## config.mk

```make
export PLATFORM = sky130hd
export DESIGN_NAME = hbc_bridge_ctrl
export DESIGN_NICKNAME = d
export VERILOG_FILES = /design/src/shared/hbc_pkg.sv /design/src/rtl/hbc_deglitch.sv /design/src/rtl/hbc_gain_decode.sv /design/src/rtl/hbc_bridge_ctrl.sv
export SDC_FILE = /design/constraint.sdc
export NUM_CORES = 1
export LEC_CHECK = 0
export BUFFER_PORTS_ARGS = -buffer_cell sky130_fd_sc_hd__buf_2
export CELL_PAD_IN_SITES_DETAIL_PLACEMENT = 0
export CELL_PAD_IN_SITES_GLOBAL_PLACEMENT = 1
export CORE_ASPECT_RATIO = 0.5
export CORE_MARGIN = 5
export CORE_UTILIZATION = 40
export DETAILED_ROUTE_END_ITERATION = 8
export PLACE_DENSITY = 0.8
export SYNTH_ARGS = -nofsm -noshare
export SYNTH_HDL_FRONTEND = slang
export SYNTH_SLANG_ARGS = --single-unit
```

## constraint.sdc

```tcl
create_clock -name core_clk -period 1.6 [get_ports core_clk]
set_input_delay 0.16 -clock core_clk [delete_from_list [all_inputs] [get_ports core_clk]]
set_output_delay 0.16 -clock core_clk [all_outputs]
set_load 0.01 [all_outputs]
```

## src/shared/hbc_pkg.sv

```systemverilog
// package: constants and carrier types for the bridge control block
package hbc_pkg;

  // ----------------------------------------
  // timing
  // ----------------------------------------
  localparam int CLK_PERIOD_NS = 25;
  localparam int DEAD_TIME_NS = 200;
  localparam int DEAD_CYCLES = (DEAD_TIME_NS + CLK_PERIOD_NS - 1) / CLK_PERIOD_NS;
  localparam int DEGLITCH_NS = 500;
  localparam int DEGLITCH_CYCLES = (DEGLITCH_NS + CLK_PERIOD_NS - 1) / CLK_PERIOD_NS;
  localparam int CNT_W = 8;
  localparam logic [CNT_W-1:0] DEAD_CNT = CNT_W'(DEAD_CYCLES);
  localparam logic [CNT_W-1:0] DEGLITCH_CNT = CNT_W'(DEGLITCH_CYCLES);
  localparam logic [CNT_W-1:0] CNT_ZERO = 8'h00;
  localparam logic [CNT_W-1:0] CNT_ONE = 8'h01;

  // ----------------------------------------
  // register map (plain port, word per register)
  // ----------------------------------------
  localparam logic [3:0] ADDR_CTRL = 4'h0;
  localparam logic [3:0] ADDR_GAIN = 4'h1;
  localparam logic [3:0] ADDR_STATUS = 4'h2;
  localparam int CTRL_SRC_BIT = 0;
  localparam int CTRL_SCHEME_BIT = 1;
  localparam int CTRL_IN_A_BIT = 2;
  localparam int CTRL_IN_B_BIT = 3;
  localparam logic [7:0] CTRL_RESET = 8'h00;
  localparam logic [2:0] GAIN_RESET = 3'h0;

  // ----------------------------------------
  // terminal drive and bridge states
  // ----------------------------------------
  typedef enum logic [1:0] {
    TERM_Z = 2'h0,
    TERM_LOW = 2'h1,
    TERM_HIGH = 2'h2
  } hbc_term_e;

  typedef enum logic [2:0] {
    BR_COAST = 3'h0,
    BR_REVERSE = 3'h1,
    BR_FORWARD = 3'h2,
    BR_BRAKE = 3'h3,
    BR_SLEEP = 3'h4
  } hbc_bridge_e;

  // gain decode results
  localparam logic [1:0] GAIN_LOW = 2'h0;
  localparam logic [1:0] GAIN_MID = 2'h1;
  localparam logic [1:0] GAIN_HIGH = 2'h2;
  localparam logic [1:0] RDS_120 = 2'h0;
  localparam logic [1:0] RDS_440 = 2'h1;
  localparam logic [1:0] RDS_2040 = 2'h2;
  localparam logic [1:0] OCP_4A = 2'h0;
  localparam logic [1:0] OCP_800MA = 2'h1;
  localparam logic [1:0] OCP_160MA = 2'h2;
  // max current code: 0=4A 1=2A 2=1A 3=0.5A 4=0.25A 5=0.125A
  localparam logic [2:0] IMAX_4A = 3'h0;
  localparam logic [2:0] IMAX_2A = 3'h1;
  localparam logic [2:0] IMAX_1A = 3'h2;
  localparam logic [2:0] IMAX_500MA = 3'h3;
  localparam logic [2:0] IMAX_250MA = 3'h4;
  localparam logic [2:0] IMAX_125MA = 3'h5;

  typedef struct packed {
    logic [1:0] mirror_gain;
    logic [1:0] low_side_rds;
    logic [1:0] overcurrent_limit;
    logic [2:0] max_current;
  } hbc_gain_s;

  typedef struct packed {
    hbc_term_e term_a;
    hbc_term_e term_b;
  } hbc_drive_s;

endpackage : hbc_pkg

```

## src/rtl/hbc_deglitch.sv

```systemverilog
// module: three-stage synchroniser with deglitch filter for one pin
module hbc_deglitch
  import hbc_pkg::*;
(
  input wire logic core_clk,
  input wire logic rst,
  input wire logic pin,
  output logic level
);

  typedef struct packed {
    logic s1;
    logic s2;
    logic s3;
    logic level;
    logic [CNT_W-1:0] cnt;
  } hbc_dg_s;

  hbc_dg_s st_reg;
  hbc_dg_s st_next;

  // ----------------------------------------
  // filter: s1 feeds only s2; a change counts once s2 and s3 agree
  // and then holds for the deglitch count
  // ----------------------------------------
  always_comb begin
    st_next = st_reg;
    st_next.s1 = pin;
    st_next.s2 = st_reg.s1;
    st_next.s3 = st_reg.s2;
    if ((st_reg.s2 == st_reg.s3) && (st_reg.s3 != st_reg.level)) begin
      if (st_reg.cnt >= DEGLITCH_CNT - CNT_ONE) begin
        st_next.level = st_reg.s3;
        st_next.cnt = CNT_ZERO;
      end else begin
        st_next.cnt = st_reg.cnt + CNT_ONE;
      end
    end else begin
      st_next.cnt = CNT_ZERO; // short pulse restarts the filter
    end
  end

  always_ff @(posedge core_clk) begin
    if (rst) begin
      st_reg <= '0;
    end else begin
      st_reg <= st_next;
    end
  end

  assign level = st_reg.level;
endmodule : hbc_deglitch

```

## src/rtl/hbc_gain_decode.sv

```systemverilog
// module: sense gain select decode to gain, on-resistance and limits
module hbc_gain_decode
  import hbc_pkg::*;
(
  input wire logic [2:0] gain_select,
  output hbc_gain_s gain
);

  // ----------------------------------------
  // decode; middle bit ignored in the top range
  // ----------------------------------------
  always_comb begin
    gain = '0;
    case (gain_select)
      3'h0: begin
        gain = '{GAIN_LOW, RDS_120, OCP_4A, IMAX_4A};
      end
      3'h1: begin
        gain = '{GAIN_LOW, RDS_120, OCP_4A, IMAX_2A};
      end
      3'h2: begin
        gain = '{GAIN_MID, RDS_440, OCP_800MA, IMAX_1A};
      end
      3'h3: begin
        gain = '{GAIN_MID, RDS_440, OCP_800MA, IMAX_500MA};
      end
      3'h4, 3'h6: begin
        gain = '{GAIN_HIGH, RDS_2040, OCP_160MA, IMAX_250MA};
      end
      3'h5, 3'h7: begin
        gain = '{GAIN_HIGH, RDS_2040, OCP_160MA, IMAX_125MA};
      end
      default: begin
        gain = '0;
      end
    endcase
  end

endmodule : hbc_gain_decode

```

## src/rtl/hbc_bridge_ctrl.sv

```systemverilog
// module: full-bridge input select, decode, dead time and sense gating
//
// Functional notes
// - source select picks pins or register bits
// - scheme bit picks phase/enable or PWM
// - sleep holds both terminals high impedance
// - phase/enable truth table: reverse, forward, brake
// - PWM table: coast, reverse, forward, brake
// - first input is enable, second is phase
// - dead time on every high/low reversal
// - input pins deglitched before reaching outputs
// - gain select sets mirror gain
// - gain select sets maximum current
// - higher gain raises on-resistance, lowers limit
// - sense disabled with the input command
//
// Added by the designer: the placing of the registers and strobed register access.
module hbc_bridge_ctrl
  import hbc_pkg::*;
(
  input wire logic core_clk,
  input wire logic rst,
  input wire logic pin_bridge_input_a,
  input wire logic pin_bridge_input_b,
  input wire logic sleep_request_n,
  input wire logic [3:0] reg_addr,
  input wire logic [7:0] reg_wdata,
  input wire logic reg_wr,
  input wire logic reg_rd,
  output logic [7:0] reg_rdata,
  output logic bridge_terminal_a_out,
  output logic bridge_terminal_a_oe_n,
  output logic bridge_terminal_b_out,
  output logic bridge_terminal_b_oe_n,
  output logic current_sense_enable,
  output hbc_gain_s gain
);

  // ----------------------------------------
  // state carrier
  // ----------------------------------------
  typedef enum logic [2:0] {
    LEG_IDLE = 3'b001,
    LEG_DEAD = 3'b010,
    LEG_RUN = 3'b100
  } hbc_leg_e;

  typedef struct packed {
    logic [7:0] ctrl;
    logic [2:0] gain_sel;
    logic [7:0] rdata;
    logic [2:0] sleep_sync;
    logic sleep_level;
    logic [3:0] ctl_sync1;
    logic [3:0] ctl_sync2;
    hbc_drive_s target;
    hbc_drive_s drive;
    hbc_leg_e leg_a;
    hbc_leg_e leg_b;
    logic [CNT_W-1:0] dead_a;
    logic [CNT_W-1:0] dead_b;
    logic sense_en;
    hbc_gain_s gain;
  } hbc_state_s;

  hbc_state_s st_reg;
  hbc_state_s st_next;

  logic pin_a_clean;
  logic pin_b_clean;
  logic in_a;
  logic in_b;
  logic src_sel;
  logic scheme_sel;
  hbc_bridge_e bridge_cmd;
  hbc_drive_s cmd_drive;
  hbc_gain_s gain_dec;

  // ----------------------------------------
  // pin conditioning
  // ----------------------------------------
  hbc_deglitch u_dg_a (
    .core_clk(core_clk),
    .rst(rst),
    .pin(pin_bridge_input_a),
    .level(pin_a_clean)
  );

  hbc_deglitch u_dg_b (
    .core_clk(core_clk),
    .rst(rst),
    .pin(pin_bridge_input_b),
    .level(pin_b_clean)
  );

  hbc_gain_decode u_gain (
    .gain_select(st_reg.gain_sel),
    .gain(gain_dec)
  );

  // ----------------------------------------
  // functions
  // ----------------------------------------
  // bridge state to per-terminal drive
  function automatic hbc_drive_s drive_of(input hbc_bridge_e b);
    hbc_drive_s d;
    d = '{TERM_Z, TERM_Z};
    case (b)
      BR_REVERSE: d = '{TERM_LOW, TERM_HIGH};
      BR_FORWARD: d = '{TERM_HIGH, TERM_LOW};
      BR_BRAKE: d = '{TERM_LOW, TERM_LOW};
      default: d = '{TERM_Z, TERM_Z};
    endcase
    return d;
  endfunction : drive_of

  // a reversal between high and low needs a dead interval first
  function automatic logic needs_dead(input hbc_term_e cur, input hbc_term_e nxt);
    return ((cur == TERM_HIGH) && (nxt == TERM_LOW)) ||
           ((cur == TERM_LOW) && (nxt == TERM_HIGH));
  endfunction : needs_dead

  // ----------------------------------------
  // input selection and truth tables
  // ----------------------------------------
  // the sync2 stage holds control bits two flops after the register write
  always_comb begin
    src_sel = st_reg.ctl_sync2[CTRL_SRC_BIT];
    scheme_sel = st_reg.ctl_sync2[CTRL_SCHEME_BIT];
    in_a = src_sel ? st_reg.ctl_sync2[CTRL_IN_A_BIT] : pin_a_clean;
    in_b = src_sel ? st_reg.ctl_sync2[CTRL_IN_B_BIT] : pin_b_clean;
    bridge_cmd = BR_SLEEP;
    if (!st_reg.sleep_level) begin
      bridge_cmd = BR_SLEEP;
    end else if (!scheme_sel) begin
      if (!in_a) begin
        bridge_cmd = BR_BRAKE;
      end else if (in_b) begin
        bridge_cmd = BR_FORWARD;
      end else begin
        bridge_cmd = BR_REVERSE;
      end
    end else begin
      case ({in_a, in_b})
        2'b00: bridge_cmd = BR_COAST;
        2'b01: bridge_cmd = BR_REVERSE;
        2'b10: bridge_cmd = BR_FORWARD;
        default: bridge_cmd = BR_BRAKE;
      endcase
    end
    cmd_drive = drive_of(bridge_cmd);
  end

  // ----------------------------------------
  // next-state logic
  // ----------------------------------------
  always_comb begin
    st_next = st_reg;
    // sleep pin: three flops, change counts when last two agree
    st_next.sleep_sync = {st_reg.sleep_sync[1:0], sleep_request_n};
    if (st_reg.sleep_sync[1] == st_reg.sleep_sync[2]) begin
      st_next.sleep_level = st_reg.sleep_sync[2];
    end
    // register bits pass two flops so the source swap lands in one cycle
    st_next.ctl_sync1 = st_reg.ctrl[3:0];
    st_next.ctl_sync2 = st_reg.ctl_sync1;
    st_next.target = cmd_drive;
    // registered decode, so the gain output never shows decode glitches
    st_next.gain = gain_dec;
    // register writes
    if (reg_wr) begin
      case (reg_addr)
        ADDR_CTRL: st_next.ctrl = reg_wdata;
        ADDR_GAIN: st_next.gain_sel = reg_wdata[2:0];
        default: st_next.ctrl = st_reg.ctrl;
      endcase
    end
    // register reads, data valid the cycle after the strobe
    st_next.rdata = 8'h00;
    if (reg_rd) begin
      case (reg_addr)
        ADDR_CTRL: st_next.rdata = {4'h0, st_reg.ctrl[3:0]};
        ADDR_GAIN: st_next.rdata = {5'h00, st_reg.gain_sel};
        ADDR_STATUS: st_next.rdata = {st_reg.sense_en, st_reg.sleep_level,
                                      st_reg.drive.term_a, st_reg.drive.term_b, 2'h0};
        default: st_next.rdata = 8'h00;
      endcase
    end
    // leg a: release to high-Z for the dead count before reversing
    case (st_reg.leg_a)
      LEG_DEAD: begin
        st_next.drive.term_a = TERM_Z;
        if (st_reg.dead_a <= CNT_ONE) begin
          st_next.leg_a = LEG_RUN;
          st_next.dead_a = CNT_ZERO;
        end else begin
          st_next.dead_a = st_reg.dead_a - CNT_ONE;
        end
      end
      LEG_IDLE, LEG_RUN: begin
        if (needs_dead(st_reg.drive.term_a, st_reg.target.term_a)) begin
          st_next.drive.term_a = TERM_Z;
          st_next.leg_a = LEG_DEAD;
          st_next.dead_a = DEAD_CNT;
        end else begin
          st_next.drive.term_a = st_reg.target.term_a;
          st_next.leg_a = LEG_RUN;
        end
      end
      default: st_next.leg_a = LEG_IDLE;
    endcase
    // leg b: same dead-time handling
    case (st_reg.leg_b)
      LEG_DEAD: begin
        st_next.drive.term_b = TERM_Z;
        if (st_reg.dead_b <= CNT_ONE) begin
          st_next.leg_b = LEG_RUN;
          st_next.dead_b = CNT_ZERO;
        end else begin
          st_next.dead_b = st_reg.dead_b - CNT_ONE;
        end
      end
      LEG_IDLE, LEG_RUN: begin
        if (needs_dead(st_reg.drive.term_b, st_reg.target.term_b)) begin
          st_next.drive.term_b = TERM_Z;
          st_next.leg_b = LEG_DEAD;
          st_next.dead_b = DEAD_CNT;
        end else begin
          st_next.drive.term_b = st_reg.target.term_b;
          st_next.leg_b = LEG_RUN;
        end
      end
      default: st_next.leg_b = LEG_IDLE;
    endcase
    // sleep overrides any pending drive at once
    if (!st_reg.sleep_level) begin
      st_next.drive = '{TERM_Z, TERM_Z};
      st_next.leg_a = LEG_IDLE;
      st_next.leg_b = LEG_IDLE;
    end
    // sense follows the command, not the slower transistor release
    st_next.sense_en = (cmd_drive.term_a == TERM_LOW) ||
                       (cmd_drive.term_b == TERM_LOW);
  end

  // ----------------------------------------
  // state register
  // ----------------------------------------
  always_ff @(posedge core_clk) begin
    if (rst) begin
      st_reg <= '{ctrl: CTRL_RESET, gain_sel: GAIN_RESET, rdata: 8'h00,
                  sleep_sync: 3'h0, sleep_level: 1'b0, ctl_sync1: 4'h0,
                  ctl_sync2: 4'h0, target: '{TERM_Z, TERM_Z},
                  drive: '{TERM_Z, TERM_Z}, leg_a: LEG_IDLE, leg_b: LEG_IDLE,
                  dead_a: CNT_ZERO, dead_b: CNT_ZERO, sense_en: 1'b0, gain: '0};
    end else begin
      st_reg <= st_next;
    end
  end

  // ----------------------------------------
  // outputs; oe_n low while driving
  // ----------------------------------------
  assign reg_rdata = st_reg.rdata;
  assign bridge_terminal_a_out = (st_reg.drive.term_a == TERM_HIGH);
  assign bridge_terminal_a_oe_n = (st_reg.drive.term_a == TERM_Z);
  assign bridge_terminal_b_out = (st_reg.drive.term_b == TERM_HIGH);
  assign bridge_terminal_b_oe_n = (st_reg.drive.term_b == TERM_Z);
  assign current_sense_enable = st_reg.sense_en;
  assign gain = st_reg.gain;
endmodule : hbc_bridge_ctrl

```

==> results_dict.tcl <==
set metrics [dict create \
    finalCriticalPeriod_ns 1.56 \
    fp.dieH_um 75.8 \
    die_w_um 142 \
    antenna_found_initial 0 \
    global_route_overflow 0 \
    sequential_area_share_after_synthesis_pct 49.1 \
    timing.clock.skew_ns 0.00408 \
    cp_data_arrival_time_ns 1.79 \
    place.port_buffers 36 \
    cp.required_ns 1.84 \
    power.leakage_nw 1.71 \
    numCtsBuffers 9 \
    instances_no_fill 540 \
    final-seq-area_sq_um 1710 \
    synth_area_per_cell_sq_um 9.57 \
    critical_path.slowest_cell "dfxtp_2" \
    io_pins 41 \
    route.vias.total 2635 \
    final_area_sq_um 4300 \
    detailedPlacementHpwl_mm 4.70 \
    syn_inst 362 \
    drcViolationCount 0 \
    drive_above_1_share_pct 25.8 \
    critical-path-max-stage-delay_ns 0.33 \
    count_of_different_cell_masters_after_synthesis 47 \
    detail_route.wl_per_cell_um 12.6 \
    maxCapViolCount 0 \
    status "completed" \
    floorplan.initialDensity_pct 40.5 \
    timing.critical_path.cells "inv_2 > buf_6 > ha_4 > o21ba_4 > a31oi_4 > nor2_1 > a211oi_1" \
    grt_max_degree 48 \
    totalWireLength_mm 6.79 \
    peakVddDrop_v 0.000502 \
    post_dp_cell_area_sq_um 3880 \
    synth_flop_cell "dfxtp_1" \
    antennaDiodeCount 0 \
    nNetsFinal 443 \
    synth_area_sq_um 3460 \
    area.growth.synth_to_final_pct 24.2 \
    synthArstFlopShare_pct 0 \
    floorplan.die_area_sq_um 10700 \
    yosys_warnings 0 \
    cts_buffer_depth 2 \
    final_core_utilization_pct 50.3 \
    hold_slack_ns 0.0355 \
    layout.filler_cells 800 \
    fp.coreArea_sq_um 8560 \
    worstHoldPathType "input pin to flop" \
    yosys_register_bits 85 \
    setup.worst_path.class "flop to flop" \
    pwr_density_cell_nw_per_um2 996 \
    placed_cells_incl_taps 522 \
    via_count_of_the_first_global_routing_pass 2441 \
    drt_iter0_markers 88 \
    wire_length_of_the_first_global_routing_pass_mm 11.3 \
    timing.final.setup_violations 0 \
    core.rowCount 24 \
    largest_reg_flops 37 \
    tritoncts "built" \
    post_drt_via_cell_ratio 4.88 \
    cp_num_buf_inv 2 \
    setup.worst_path.end_class "flop" \
    htree_num_levels 3 \
    clkSlewWorstSetupHoldPaths_ns 0.06 \
    grt_util_all_layers_pct 13.3 \
    timing.final.hold_violations 0 \
    rsz0062_at_grt "yes" \
    worst_setup_path_start_kind "flop" \
    worst-path-max-fanout 7 \
    hold_buffers 0 \
    routabilityCongestion 0.768 \
    fin_crit_sh_pct 97.2 \
    clk_latency_ns 0.33 \
    multiInputGateArea_sq_um 1670 \
    drtPass1Iterations 4 \
    synth_edf_count 0 \
    cell_family_contributing_the_most_delay_on_the_critical_path "compound AO/OA/AOI/OAI gates" \
    clock.fmax_ghz 0.643 \
    detail_route_antenna_nets 0 \
    clock_tree.root_cell "clkbuf_16" \
    tritoncts_num_sinks 85 \
    timing.final.max_slew_violations 0 \
]
## metal layers
metal,track usage (%),routed length [um]
met1,17.2,3440
met2,20.1,2900
met3,4.76,315
met4,6.17,140
met5,0,0
## metrics by stage
| stage | total power, W | TNS [ns] | worst slack (ns) |
|---|---|---|---|
| floorplan | 0.00224 | 0 | 0.0111 |
| global placement | 0.00228 | -0.0303 | -0.0303 |
| detailed placement | 0.00228 | -0.112 | -0.103 |
| CTS | 0.00435 | 0 | 0.00544 |
| global route | 0.00446 | -0.0439 | -0.0188 |
| finish | 0.00428 | 0 | 0.0442 |
## cells by family (layout without fill, tap and decap cells)
logic type               count (synthesis)  in the layout  share of synthesized area, %
buffers and inverters                   40             96                          6.21
adder cells (fa/ha/maj)                  6              6                          2.17
flip-flops                              85             85                          49.1
other                                    1              6                         0.108
AND/OR/NAND/NOR                        141            141                          21.6
multiplexers                            18             18                          5.20
XOR/XNOR                                11             11                          2.78
AO/OA/AOI/OAI                           60             60                          12.8
## placed cells by master, fill, tap and decap left out, types with 9 or more instances in the layout
master     count
dfxtp_1       81
nor2_1        37
buf_2         36
buf_4         27
nor2b_1       23
mux2i_1       18
nand3_1       18
nand2_1       17
a21oi_1       14
nor3_1        12
inv_1         10
clkbuf_16      9
## worst paths after layout
check	from	to	cells past startpoint	slack (ns)
setup / recovery	st_reg[19]	st_reg[18]	7	0.04
hold / removal	pin_bridge_input_a	u_dg_a.st_next[10]	2	0.04
setup reg to reg	st_reg[19]	st_reg[18]	7	0.04
hold reg to reg	st_next[43]	st_reg[43]	1	0.43
## cell type report
class,instances,area share [%]
clock buffers,10,5.55
clock inverters,6,1.45
inverters,14,1.22
multi-input cells,242,38.7
flip-flops and latches,85,39.8
well taps,117,3.40
repair buffers,66,9.89
## what timing repair did
item | in CTS | in global routing
setup endpoints to repair | 3 | 21
setup buffers | 0 | 2
resized for setup | 4 | 23
pin swaps | 1 | 13
## power by group
part / switching [W] / internal, W
clock: 0.000806 / 0.00124
sequential: 0.00000865 / 0.00213
combinational: 0.0000520 / 0.0000386
total: 0.000867 / 0.00342
## cells in the mapped netlist, types with 2 or more instances
master / count / area, sq um
a211oi_1: 4 / 30.0
a21oi_1: 16 / 80.1
a311oi_1: 2 / 17.5
a31oi_1: 3 / 18.8
a31oi_4: 2 / 42.5
a32oi_1: 4 / 35.0
and2_1: 6 / 37.5
and3_1: 2 / 12.5
buf_4: 17 / 128
clkbuf_1: 8 / 30.0
dfxtp_1: 85 / 1700
ha_1: 6 / 75.1
inv_1: 14 / 52.6
mux2i_1: 18 / 180
nand2_1: 17 / 63.8
nand2b_1: 2 / 12.5
nand3_1: 18 / 90.1
nand3b_1: 2 / 15.0
nor2_1: 37 / 139
nor2b_1: 23 / 144
nor3_1: 12 / 60.1
nor3b_1: 6 / 45.0
nor4_1: 2 / 12.5
nor4bb_1: 4 / 40.0
o211ai_1: 5 / 37.5
o21a_1: 4 / 30.0
o21ai_0: 7 / 35.0
o21ba_2: 2 / 20.0
o311ai_0: 2 / 17.5
o31ai_1: 2 / 15.0
or3_1: 3 / 18.8
or3b_1: 3 / 26.3
xnor2_1: 4 / 35.0
xor2_1: 7 / 61.3
## worst register-to-register path, delay by kind of cell (launching register included)
kind / cells / cell delay (ns)
flip-flops: 1 / 0.33
AO/OA/AOI/OAI: 3 / 0.74
adder cells (fa/ha/maj): 1 / 0.15
buffers and inverters: 2 / 0.16
AND/OR/NAND/NOR: 1 / 0.07
Power figures use the tool's default switching activity.
